`config.mk`:
```
export PLATFORM = sky130hd
export DESIGN_NAME = e1_line_interface_jitter_ctl
export DESIGN_NICKNAME = d
export VERILOG_FILES = /design/src/pkg/e1_li_pkg.sv /design/src/logic/e1_line_interface_jitter_ctl.sv /design/src/logic/jitter_atten.sv
export SDC_FILE = /design/constraint.sdc
export NUM_CORES = 1
export LEC_CHECK = 0
export BUFFER_PORTS_ARGS = -buffer_cell sky130_fd_sc_hd__buf_2
export CORE_ASPECT_RATIO = 0.6
export CORE_MARGIN = 1
export CORE_UTILIZATION = 55
export DETAILED_ROUTE_END_ITERATION = 10
export PLACE_DENSITY = 0.73
export SLEW_MARGIN = 20
export SYNTH_ARGS = -nofsm -noshare
export SYNTH_HDL_FRONTEND = slang
export SYNTH_SLANG_ARGS = --single-unit
```
`constraint.sdc`:
```
create_clock -name sys_clk -period 2.7 [get_ports sys_clk]
set_input_delay 0.135 -clock sys_clk [delete_from_list [all_inputs] [get_ports sys_clk]]
set_output_delay 0.135 -clock sys_clk [all_outputs]
set_load 0.01 [all_outputs]
```
`src/pkg/e1_li_pkg.sv`:
```
package e1_li_pkg;

  // register map of the control port
  localparam logic [7:0] LINE_IF_CTRL_ADDR = 8'h18;
  localparam logic [7:0] RX_INFO_ADDR      = 8'h1E;
  localparam logic [7:0] LINE_IF_CTRL_RST  = 8'h00;

  // line interface control fields
  localparam int LIC_BUILD_OUT_LSB = 5;
  localparam int LIC_GAIN_LIMIT    = 4;
  localparam int LIC_SIDE_SELECT   = 3;
  localparam int LIC_DEPTH_SELECT  = 2;
  localparam int LIC_DISABLE       = 1;
  localparam int LIC_POWER_DOWN    = 0;

  // receive information fields
  localparam int RI_LIMIT_TRIP = 5;

  // oversampling clock recovery
  localparam logic [3:0] OS_LAST_PHASE  = 4'hF;
  localparam logic [3:0] SAMPLE_PHASE   = 4'h8;
  localparam logic [3:0] SHORT_HIGH_END = 4'h7;
  localparam logic [7:0] LOS_ZERO_LIMIT = 8'hFF;

  // jitter attenuator
  localparam int         FIFO_DEPTH_DEEP    = 128;
  localparam int         FIFO_DEPTH_SHALLOW = 32;
  localparam int         JIT_DEEP_UIPP      = 120;
  localparam int         JIT_SHALLOW_UIPP   = 28;
  localparam logic [7:0] DEPTH_DEEP         = 8'(FIFO_DEPTH_DEEP);
  localparam logic [7:0] DEPTH_SHALLOW      = 8'(FIFO_DEPTH_SHALLOW);
  localparam logic [7:0] MARGIN_DEEP        = 8'((FIFO_DEPTH_DEEP - JIT_DEEP_UIPP) / 2);
  localparam logic [7:0] MARGIN_SHALLOW     = 8'((FIFO_DEPTH_SHALLOW - JIT_SHALLOW_UIPP) / 2);
  localparam logic [4:0] DIV_NOMINAL        = 5'h10;
  localparam logic [4:0] DIV_FAST           = 5'h0F;
  localparam logic [4:0] DIV_SLOW           = 5'h11;

  typedef enum logic [2:0] {
    BO_75_NORMAL  = 3'h0,
    BO_120_NORMAL = 3'h1,
    BO_75_PROT    = 3'h2,
    BO_120_PROT   = 3'h3,
    BO_75_HIGH_RL = 3'h4,
    BO_120_HIGH_RL = 3'h5
  } build_out_t;

  typedef enum logic [1:0] {
    CARRIER_LOST = 2'b00,
    CARRIER_SEEN = 2'b01,
    CARRIER_OK   = 2'b11
  } carrier_state_t;

  typedef struct packed {
    logic [2:0] build_out_sel;
    logic       receive_gain_limit;
    logic       attenuator_side_select;
    logic       attenuator_depth_select;
    logic       attenuator_disable;
    logic       transmitter_power_down;
  } line_ctrl_t;

  typedef struct packed {
    logic strobe;
    logic data;
  } bit_stream_t;

endpackage : e1_li_pkg
```
`src/logic/e1_line_interface_jitter_ctl.sv`:
```
// Behaviour
// - side bit places attenuator: rx or tx
// - depth bit selects 128 or 32 bits
// - disable bit removes attenuator from path
// - power down tristates both transmit outputs
// - top three bits select build out
// - six build out configs, 75/120 ohm
// - x16 oversampling recovers clock and data
// - carrier loss switches receive clock to master
// - attenuator on receive restores 50% duty
// - smoothed clock reads the attenuator buffer
// - gapped transmit clock accepted on tx side
// - divide by 15/17 near buffer limits
// - limit trip flag set on 15/17
module e1_line_interface_jitter_ctl
  import e1_li_pkg::*;
(
  // clock and reset
  input  wire logic       sys_clk,
  input  wire logic       reset_n,
  // control port
  input  wire logic [7:0] host_addr,
  input  wire logic       host_wr,
  input  wire logic       host_rd,
  input  wire logic [7:0] host_wdata,
  output logic [7:0]      host_rdata,
  // clocks
  input  wire logic       master_clock_in,
  input  wire logic       pll_x16_tick,
  input  wire logic       transmit_clock_in,
  // receive line
  input  wire logic       receive_line_pos,
  input  wire logic       receive_line_neg,
  // receive framer side
  output logic            receive_clock_out,
  output logic            receive_data_out,
  output logic            receive_carrier_loss,
  // transmit framer side
  input  wire logic       transmit_data_in,
  // transmit line
  output logic            transmit_line_pos_o,
  output logic            transmit_line_pos_oe,
  output logic            transmit_line_neg_o,
  output logic            transmit_line_neg_oe,
  // line driver and receiver configuration
  output build_out_t      build_out_cfg,
  output logic            build_out_valid,
  output logic            receive_gain_limit
);

  logic           rst_meta_q;
  logic           rst_n_s;
  line_ctrl_t     ctrl_q;
  logic           trip_flag_q;
  logic           trip_pulse;
  logic           atten_enable;
  logic           atten_on_tx;
  logic           pulse_now;
  logic           pulse_prev_q;
  logic           pulse_seen_q;
  logic [3:0]     os_phase_q;
  logic [7:0]     zero_run_q;
  carrier_state_t carrier_q;
  bit_stream_t    rx_rec_q;
  logic           rec_clk_q;
  logic           transmit_clock_prev_q;
  bit_stream_t    tx_in;
  bit_stream_t    ja_in;
  bit_stream_t    ja_out;
  bit_stream_t    tx_bits;
  bit_stream_t    rx_bits;
  logic           smooth_clk;
  logic           ami_mark_neg_q;
  logic           rd_info;

  // reset release through two flops
  always_ff @(posedge sys_clk or negedge reset_n) begin
    if (!reset_n) begin
      rst_meta_q <= 1'b0;
      rst_n_s    <= 1'b0;
    end else begin
      rst_meta_q <= 1'b1;
      rst_n_s    <= rst_meta_q;
    end
  end

  // control port
  always_ff @(posedge sys_clk or negedge rst_n_s) begin
    if (!rst_n_s) begin
      ctrl_q <= line_ctrl_t'(LINE_IF_CTRL_RST);
    end else if (host_wr && host_addr == LINE_IF_CTRL_ADDR) begin
      ctrl_q <= line_ctrl_t'(host_wdata);
    end
  end

  assign rd_info = host_rd && (host_addr == RX_INFO_ADDR);

  // trip flag is latched and cleared on read; a new trip beats the clear
  always_ff @(posedge sys_clk or negedge rst_n_s) begin
    if (!rst_n_s) begin
      trip_flag_q <= 1'b0;
    end else if (trip_pulse) begin
      trip_flag_q <= 1'b1;
    end else if (rd_info) begin
      trip_flag_q <= 1'b0;
    end
  end

  always_ff @(posedge sys_clk or negedge rst_n_s) begin
    if (!rst_n_s) begin
      host_rdata <= 8'h00;
    end else if (host_rd) begin
      if (host_addr == LINE_IF_CTRL_ADDR) begin
        host_rdata <= ctrl_q;
      end else if (host_addr == RX_INFO_ADDR) begin
        host_rdata <= 8'(trip_flag_q) << RI_LIMIT_TRIP;
      end else begin
        host_rdata <= 8'h00;
      end
    end
  end

  // line driver waveform selection
  always_comb begin
    build_out_cfg   = build_out_t'(ctrl_q.build_out_sel);
    build_out_valid = (ctrl_q.build_out_sel <= BO_120_HIGH_RL);
  end

  assign receive_gain_limit = ctrl_q.receive_gain_limit;
  assign atten_enable       = !ctrl_q.attenuator_disable;
  assign atten_on_tx        = ctrl_q.attenuator_side_select;

  // oversampled recovery: each tick is one sixteenth of a bit
  assign pulse_now = receive_line_pos || receive_line_neg;

  always_ff @(posedge sys_clk or negedge rst_n_s) begin
    if (!rst_n_s) begin
      pulse_prev_q <= 1'b0;
      pulse_seen_q <= 1'b0;
      os_phase_q   <= 4'h0;
      rx_rec_q     <= '0;
      rec_clk_q    <= 1'b0;
    end else begin
      rx_rec_q.strobe <= 1'b0;
      if (pll_x16_tick) begin
        pulse_prev_q <= pulse_now;
        // a fresh mark realigns the bit window
        if (pulse_now && !pulse_prev_q) begin
          os_phase_q <= 4'h0;
        end else begin
          os_phase_q <= (os_phase_q == OS_LAST_PHASE) ? 4'h0 : os_phase_q + 4'h1;
        end
        if (os_phase_q == SAMPLE_PHASE) begin
          rx_rec_q.strobe <= 1'b1;
          rx_rec_q.data   <= pulse_seen_q || pulse_now;
          pulse_seen_q    <= 1'b0;
        end else if (pulse_now) begin
          pulse_seen_q <= 1'b1;
        end
        // recovered clock high phase is a little short of half
        rec_clk_q <= (os_phase_q < SHORT_HIGH_END);
      end
    end
  end

  // carrier loss after a long run of spaces
  always_ff @(posedge sys_clk or negedge rst_n_s) begin
    if (!rst_n_s) begin
      zero_run_q <= 8'h00;
      carrier_q  <= CARRIER_LOST;
    end else if (rx_rec_q.strobe) begin
      if (rx_rec_q.data) begin
        zero_run_q <= 8'h00;
      end else if (zero_run_q != LOS_ZERO_LIMIT) begin
        zero_run_q <= zero_run_q + 8'h01;
      end
      case (carrier_q)
        CARRIER_LOST: begin
          if (rx_rec_q.data) begin
            carrier_q <= CARRIER_SEEN;
          end
        end
        CARRIER_SEEN: begin
          carrier_q <= rx_rec_q.data ? CARRIER_OK : CARRIER_LOST;
        end
        CARRIER_OK: begin
          if (zero_run_q == LOS_ZERO_LIMIT - 8'h01 && !rx_rec_q.data) begin
            carrier_q <= CARRIER_LOST;
          end
        end
        default: begin
          carrier_q <= CARRIER_LOST;
        end
      endcase
    end
  end

  assign receive_carrier_loss = (carrier_q == CARRIER_LOST);

  // transmit clock may be gapped: each rising edge carries one bit
  always_ff @(posedge sys_clk or negedge rst_n_s) begin
    if (!rst_n_s) begin
      transmit_clock_prev_q <= 1'b0;
    end else begin
      transmit_clock_prev_q <= transmit_clock_in;
    end
  end

  assign tx_in.strobe = transmit_clock_in && !transmit_clock_prev_q;
  assign tx_in.data   = transmit_data_in;

  // one attenuator, steered to either path
  assign ja_in = atten_on_tx ? tx_in : rx_rec_q;

  jitter_atten u_jitter_atten (
    .sys_clk       (sys_clk),
    .rst_n         (rst_n_s),
    .pll_x16_tick  (pll_x16_tick),
    .atten_enable  (atten_enable),
    .depth_shallow (ctrl_q.attenuator_depth_select),
    .in_bits       (ja_in),
    .out_bits      (ja_out),
    .smooth_clk    (smooth_clk),
    .limit_trip    (trip_pulse)
  );

  assign tx_bits = atten_on_tx ? ja_out : tx_in;
  assign rx_bits = atten_on_tx ? rx_rec_q : ja_out;

  always_ff @(posedge sys_clk or negedge rst_n_s) begin
    if (!rst_n_s) begin
      receive_data_out  <= 1'b0;
      receive_clock_out <= 1'b0;
    end else begin
      if (rx_bits.strobe) begin
        receive_data_out <= rx_bits.data;
      end
      if (receive_carrier_loss) begin
        receive_clock_out <= master_clock_in;
      end else if (!atten_on_tx && atten_enable) begin
        receive_clock_out <= smooth_clk;
      end else begin
        receive_clock_out <= rec_clk_q;
      end
    end
  end

  // alternate mark inversion toward the line driver
  always_ff @(posedge sys_clk or negedge rst_n_s) begin
    if (!rst_n_s) begin
      transmit_line_pos_o <= 1'b0;
      transmit_line_neg_o <= 1'b0;
      ami_mark_neg_q      <= 1'b0;
    end else if (ctrl_q.transmitter_power_down) begin
      transmit_line_pos_o <= 1'b0;
      transmit_line_neg_o <= 1'b0;
    end else if (tx_bits.strobe) begin
      transmit_line_pos_o <= tx_bits.data && !ami_mark_neg_q;
      transmit_line_neg_o <= tx_bits.data && ami_mark_neg_q;
      if (tx_bits.data) begin
        ami_mark_neg_q <= !ami_mark_neg_q;
      end
    end
  end

  assign transmit_line_pos_oe = !ctrl_q.transmitter_power_down;
  assign transmit_line_neg_oe = !ctrl_q.transmitter_power_down;

endmodule : e1_line_interface_jitter_ctl

```
`src/logic/jitter_atten.sv`:
```
module jitter_atten
  import e1_li_pkg::*;
(
  // clock and reset
  input  wire logic        sys_clk,
  input  wire logic        rst_n,
  // control
  input  wire logic        pll_x16_tick,
  input  wire logic        atten_enable,
  input  wire logic        depth_shallow,
  // stream in and out
  input  wire bit_stream_t in_bits,
  output bit_stream_t      out_bits,
  output logic             smooth_clk,
  output logic             limit_trip
);

  logic [FIFO_DEPTH_DEEP-1:0] mem_q;
  logic [6:0]                 wr_ptr_q;
  logic [6:0]                 rd_ptr_q;
  logic [7:0]                 fill_q;
  logic [7:0]                 depth;
  logic [7:0]                 margin;
  logic [4:0]                 div_q;
  logic [4:0]                 div_d;
  logic [4:0]                 phase_q;
  logic                       primed_q;
  logic                       period_end;
  logic                       do_read;
  logic                       do_write;
  bit_stream_t                fifo_out_q;

  assign depth      = depth_shallow ? DEPTH_SHALLOW : DEPTH_DEEP;
  assign margin     = depth_shallow ? MARGIN_SHALLOW : MARGIN_DEEP;
  assign period_end = pll_x16_tick && (phase_q == div_q - 5'h01);
  assign do_read    = atten_enable && period_end && primed_q && (fill_q != 8'h00);
  // a full buffer drops the new bit rather than corrupting the oldest one
  assign do_write   = atten_enable && in_bits.strobe && (fill_q != depth);

  // stretch or shrink the read period when the fill nears either edge
  always_comb begin
    div_d = DIV_NOMINAL;
    if (fill_q >= depth - margin) begin
      div_d = DIV_FAST;
    end else if (primed_q && fill_q <= margin) begin
      div_d = DIV_SLOW;
    end
  end

  always_ff @(posedge sys_clk or negedge rst_n) begin
    if (!rst_n) begin
      phase_q <= 5'h00;
      div_q   <= DIV_NOMINAL;
    end else if (!atten_enable) begin
      phase_q <= 5'h00;
      div_q   <= DIV_NOMINAL;
    end else if (period_end) begin
      phase_q <= 5'h00;
      div_q   <= div_d;
    end else if (pll_x16_tick) begin
      phase_q <= phase_q + 5'h01;
    end
  end

  // flag each period run at 15 or 17, never while bypassed
  always_ff @(posedge sys_clk or negedge rst_n) begin
    if (!rst_n) begin
      limit_trip <= 1'b0;
    end else begin
      limit_trip <= atten_enable && period_end && (div_d != DIV_NOMINAL);
    end
  end

  always_ff @(posedge sys_clk or negedge rst_n) begin
    if (!rst_n) begin
      wr_ptr_q <= 7'h00;
      rd_ptr_q <= 7'h00;
      fill_q   <= 8'h00;
      primed_q <= 1'b0;
    end else if (!atten_enable) begin
      wr_ptr_q <= 7'h00;
      rd_ptr_q <= 7'h00;
      fill_q   <= 8'h00;
      primed_q <= 1'b0;
    end else begin
      if (do_write) begin
        wr_ptr_q <= (8'(wr_ptr_q) == depth - 8'h01) ? 7'h00 : wr_ptr_q + 7'h01;
      end
      if (do_read) begin
        rd_ptr_q <= (8'(rd_ptr_q) == depth - 8'h01) ? 7'h00 : rd_ptr_q + 7'h01;
      end
      fill_q <= fill_q + 8'(do_write) - 8'(do_read);
      // reading starts half full so the buffer absorbs jitter both ways
      if (fill_q >= (depth >> 1)) begin
        primed_q <= 1'b1;
      end
    end
  end

  always_ff @(posedge sys_clk) begin
    if (do_write) begin
      mem_q[wr_ptr_q] <= in_bits.data;
    end
  end

  always_ff @(posedge sys_clk or negedge rst_n) begin
    if (!rst_n) begin
      fifo_out_q <= '0;
      smooth_clk <= 1'b0;
    end else begin
      fifo_out_q.strobe <= do_read;
      if (do_read) begin
        fifo_out_q.data <= mem_q[rd_ptr_q];
      end
      smooth_clk <= atten_enable && ({phase_q, 1'b0} < div_q);
    end
  end

  // disabled: the stream passes straight through with no buffer delay
  assign out_bits = atten_enable ? fifo_out_q : in_bits;

endmodule : jitter_atten

```
Word level (Yosys, flattened, before mapping) --
Index checks and enable logic that the tools add are counted.
Storage, ports and cells: register bits after elaboration 209, input bits 26, logic and storage cells 162
Operators by class: add/sub/neg operators 10, magnitude comparators 9, equality and inequality tests 15, muxes and demuxes 49, bitwise gates (word level) 1, reduce and logical (&&, ||, !) cells 43
Operators with widths (count):
- 128-bit bitwise mux | 1
- 7-bit two-way mux | 6
- 8-bit two-way mux | 5
- 5-bit two-way mux | 6
- 1-bit logical AND | 18
- 2-bit two-way mux | 9
- 7-bit by 8-bit == test with 1-bit output | 2
- 8-bit by 5-bit == test with 1-bit output (second input constant) | 2
- 7-bit by 8-bit less-than comparator with 1-bit output (second input constant) | 2
- 2-bit nonzero test | 8
- 1-bit two-way mux | 15
- 7-bit by 1-bit adder with 7-bit output (second input constant) | 2
- 8-bit by 1-bit adder with 8-bit output | 1
- 8-bit by 1-bit adder with 8-bit output (second input constant) | 1
- 4-bit == test (second input constant) | 2
- 8-bit == test (second input constant) | 1
- 8-bit by 7-bit greater-or-equal comparator with 1-bit output | 1
- 8-bit greater-or-equal comparator | 1
- 8-bit less-or-equal comparator | 1
- 4-bit two-way mux | 2
- 8-bit != test | 1
- 8-bit != test (second input constant) | 1
- 8-bit nonzero test | 1
- 8-bit by 1-bit subtractor with 8-bit output | 1
- 27 further kinds | 37

Logic depth before layout (Yosys ltp) --
depth after elaboration 8, depth in mapped cells 17, gate-level depth less buffers 17

Modules after synthesis --
A second synthesis with hierarchy kept.
Unflattened totals: cell total of the unflattened synthesis 827, area, all modules 10052.1 um2
By module, submodules not included:
- jitter_atten | instances 1, cells each 639, area each 7912.6 um2, sequential area each 4720.8 um2
- e1_line_interface_jitter_ctl | instances 1, cells each 188, area each 2139.6 um2, sequential area each 1101.1 um2

Least setup slack after synthesis --
Ideal clock, no wire load.
kind reg-to-reg, start point register rx_rec_q[0] (netlist name), end point register u_jitter_atten.mem_q[0], data pin, library setup time 1.207 ns, arrival 5.742 ns, data required time 1.493 ns, setup slack -4.249 ns, stages on the path, launching flop included 4, path buffers 1, cell sequence dfrtp_1 clkbuf_1 inv_1 o21ai_0
RTL lines:
- start, declared | RTL line e1_line_interface_jitter_ctl.sv:64 | bit_stream_t rx_rec_q;
- end signal, assigned by index | RTL line jitter_atten.sv:102 | mem_q[wr_ptr_q] <= in_bits.data;
- end, declared | RTL line jitter_atten.sv:18 | logic [FIFO_DEPTH_DEEP-1:0] mem_q;

Final worst setup path --
start point register u_jitter_atten.div_q[0], end point register u_jitter_atten.fill_q[6]
Between the ends: longest elaborated chain between the ends 8
Ends and longest elaborated chain:
- start, declared | RTL line jitter_atten.sv:24 | logic [4:0] div_q;
- start signal, assigned | RTL line jitter_atten.sv:59 | div_q <= div_d;
- 5-bit by 1-bit subtractor with 5-bit output | RTL line jitter_atten.sv:35 | assign period_end = pll_x16_tick && (phase_q == div_q - 5'h01);
- 5-bit == test | RTL line jitter_atten.sv:35
- 1-bit logical AND | RTL line jitter_atten.sv:35
- 1-bit logical AND (3 in series) | RTL line jitter_atten.sv:36 | assign do_read = atten_enable && period_end && primed_q && (fill_q != 8'h00);
- via u_jitter_atten.do_read | RTL line jitter_atten.sv:29 | logic do_read;
- 8-bit by 1-bit subtractor with 8-bit output | RTL line jitter_atten.sv:92 | fill_q <= fill_q + 8'(do_write) - 8'(do_read);
- 8-bit two-way mux | RTL line jitter_atten.sv:80 | end else if (!atten_enable) begin
- end signal, assigned | RTL line jitter_atten.sv:92
- end, declared | RTL line jitter_atten.sv:21 | logic [7:0] fill_q;
The timed path passes the listed nets, and every way through them passes these cells. A chain may end at the register's enable or synchronous reset.

==> run metrics <==
Synth area leaders=edfxtp_1, dfrtp_1, mux4_2, nor2_1, ha_1; Setup Crit Path Kind=flop to flop; fin area=11820 sq um; capturing element type of the critical path=flop; metal3 WL=2118 um; Sw Pwr=~2.7 mW; PortBufs=45; HPWL after DPL=15180 um; top routing layer in use=met4; sequential share of power=a little over two fifths; H-Tree Depth=1; EDFF count, synth=128; list of most frequent post-synthesis cells=nor2_1, edfxtp_1, dfrtp_1; Die W=about 180 um; share of cells above drive strength 1=23.39%; Initial DRC Count=833; # nets final=slightly below 1000; CP max-delay cell=dfrtp_1; clock share of power=between 30 and 40%; placed insts=1118; CP arrival=around 3.5 ns; share of the synthesized area in the top cell type=~39%; synth warn=0; Slew headroom=between 40% and 50%; crit path setup slack, layout=-0.3275 ns; first-pass GRT wire length=around 37000 um; fmax=approximately 0.33 GHz; DRC errors left=0; CTS root buf=clkbuf_16; WL per Instance=between 15 and 20 um; Worst Tran Pin Value=roughly 0.80 ns; ant diodes=0; clock buffer depth=3; crit path time final=roughly 3.0 ns; Starting Density=between 50% and 60%; Async SR Flop Fraction=38.16%; Syn Std Cell Area=approximately 10000 sq um; switching portion of total power=29.51%; Max Slew Vio Count=0; GRT Overall Usage=25.94%; Synth Net Count=896; routability congestion estimate=0.8485; Final setup viols=5; antenna-violating nets left=0; Finished Layout Cells=about 1200; Vias=around 7000; core area=~17000 sq um; CTS tree=yes; WL final=23240 um; initial antenna violation count=0; status=finished with violations; vias in the first global route=6982; Final Hold Viols=0; Top FF cell, synth=edfxtp_1; top-count cell post-synth=nor2_1; Period Utilization, post-route=112.1%; Max VDD drop=roughly 740 uV; Seq/Total Area, Yosys=between 50% and 60%; Vert. Die Dim=106.3 um; WL met2=about 11000 um; CP required=~3.1 ns; area delta synth->final=18.62%; clock latency at the later pin of the worst-skew pair=0.50 ns; largest net degree at the start of global routing=between 100 and 150; failing checks=setup timing; crit path launch type=flop; 1st-pass router iterations=6; Reg clk slew, reported paths=around 0.060 ns; Worst path max stage delay=approximately 0.40 ns; RSZ-0062 raised after global routing=true; Avg Cell Area, Syn=11.91 sq um; FP Rows=37; Finished Core Util=67.91%; static leakage=4.445 nW; GRT overflow=0; Post-Syn Instances=837; clock sink total=207; Worst Hold Class=primary input to flop; met1 WL=slightly above 10000 um; internal power=6.554 mW; #FFs+latches synth=around 210; crit-path cells=inv_2, ha_4, xor2_1, nand3_1, nor3b_4, o211ai_4, inv_2, ha_4, inv_2, ha_4, fa_2, nand2b_1, a21oi_2, o21ai_2, a21oi_2, o21a_1, nor3_2; I/O pins=46; placed cell area=approximately 11000 sq um; skew final=roughly 0.019 ns; PD cells=roughly 790 nW/um^2; Logic pwr share=a little over a quarter; dpl ws=-0.3486 ns; DIE AREA=18680 sq um; cell taking the most area after synthesis=edfxtp_1; Unique masters post-synth=63; crit-path max FO=3; maxcap violations=0; vias per inst=5.967; CTS buffer count=20
==> layer usage <==
layer	vias to the layer above	global-route usage (%)
met4	0	6.273
met1	3507	39.05
met5	-	0
met2	309	39.50
met3	29	4.363
li1	3190	-
==> through the flow <==
step	hold WS, ns	total power, mW	TNS, ns
finish	0.02916	9.297	-1.133
global route	0.03964	9.721	-1.844
CTS	0.005864	9.243	-0.9459
detailed placement	-0.07599	6.230	-0.9894
global placement	-0.08026	6.097	-0.6513
floorplan	-0.1606	5.458	-1.161
==> flip-flops by register name, summed over array words and instances (netlist names), 2 cells and up <==
name and flops:
u_jitter_atten.rd_ptr_q 7, os_phase_q 4, u_jitter_atten.phase_q 5, u_jitter_atten.wr_ptr_q 7, host_rdata 8, rx_rec_q 2, u_jitter_atten.mem_q 128, build_out_cfg 3
u_jitter_atten.div_q 3, u_jitter_atten.fifo_out_q 2, zero_run_q 8, carrier_q 2, ctrl_q 3, u_jitter_atten.fill_q 8
==> worst paths after layout <==
kind	from	to	slack, ns	depth (start not counted)
max	u_jitter_atten.div_q[0]	u_jitter_atten.fill_q[6]	-0.33	17
min reg2reg	rst_meta_q	rst_n_s	0.36	0
max reg2reg	u_jitter_atten.div_q[0]	u_jitter_atten.fill_q[6]	-0.33	17
max in group asynchronous	rst_n_s	u_jitter_atten.div_q[4]	1.53	1
min	host_rd	host_rdata[2]	0.03	3
min in group asynchronous	rst_n_s	u_jitter_atten.fill_q[6]	0.40	0
==> final cells by class <==
| cell class | instances | area (sq um) |
|---|---|---|
| Clock buffer | 30 | 576.8 |
| Fill cell | 1286 | 5585 |
| Inverter | 37 | 141.4 |
| Timing Repair Buffer | 119 | 973.4 |
| Tap cell | 234 | 292.8 |
| Clock inverter | 6 | 82.58 |
| Multi-Input combinational cell | 546 | 3925 |
| Sequential cell | 207 | 5829 |
==> repair_timing <==
item / in CTS / in global routing
pin swaps: 9 / 5
setup endpoints to repair: 6 / 39
gates resized for setup: 14 / 20
hold buffers: 19 / 0
endpoints found under the hold margin: 16 / 0
buffers inserted: 4 / 3
==> placed cells by master (no fill, tap or decap), drive strengths merged, types with 13 or more instances in the layout <==
cell type	count
a21oi	33
buf	100
clkbuf	30
dfrtp	78
dlygate4sd3	19
edfxtp	128
ha	32
inv	38
mux2i	15
mux4	31
nand2	64
nand3	25
nor2	156
nor2b	15
nor3	13
o21ai	28
xor2	14
==> logic make-up after synthesis <==
logic type	share of synthesized area [%]
AOI/OAI and AO/OA	7.106
and+or+nand+nor	14.98
DFF	58.42
other	0.03763
xor gates and xnor gates	1.758
adders and majority gates	4.218
muxes	9.868
buffers and inverters	3.616
==> worst max-delay path: cells and delay by family (launching register included) <==
family | cells | cell delay [ns]
buffers and inverters | 3 | 0.21
AND/OR/NAND/NOR | 4 | 0.68
AO/OA/AOI/OAI | 5 | 0.60
flip-flops | 1 | 0.40
adder cells (fa/ha/maj) | 4 | 0.90
XOR/XNOR | 1 | 0.14
==> power groups by stage <==
stage	clock, mW	combinational (mW)	sequential (mW)
final	2.86	2.55	3.89
after global routing	3.01	2.78	3.93
after CTS	2.89	2.46	3.89
after detailed placement	0	2.28	3.95
after global placement	0	2.17	3.92
after floorplan	0	1.58	3.88
No activity file was read; power rests on OpenSTA's default activity.
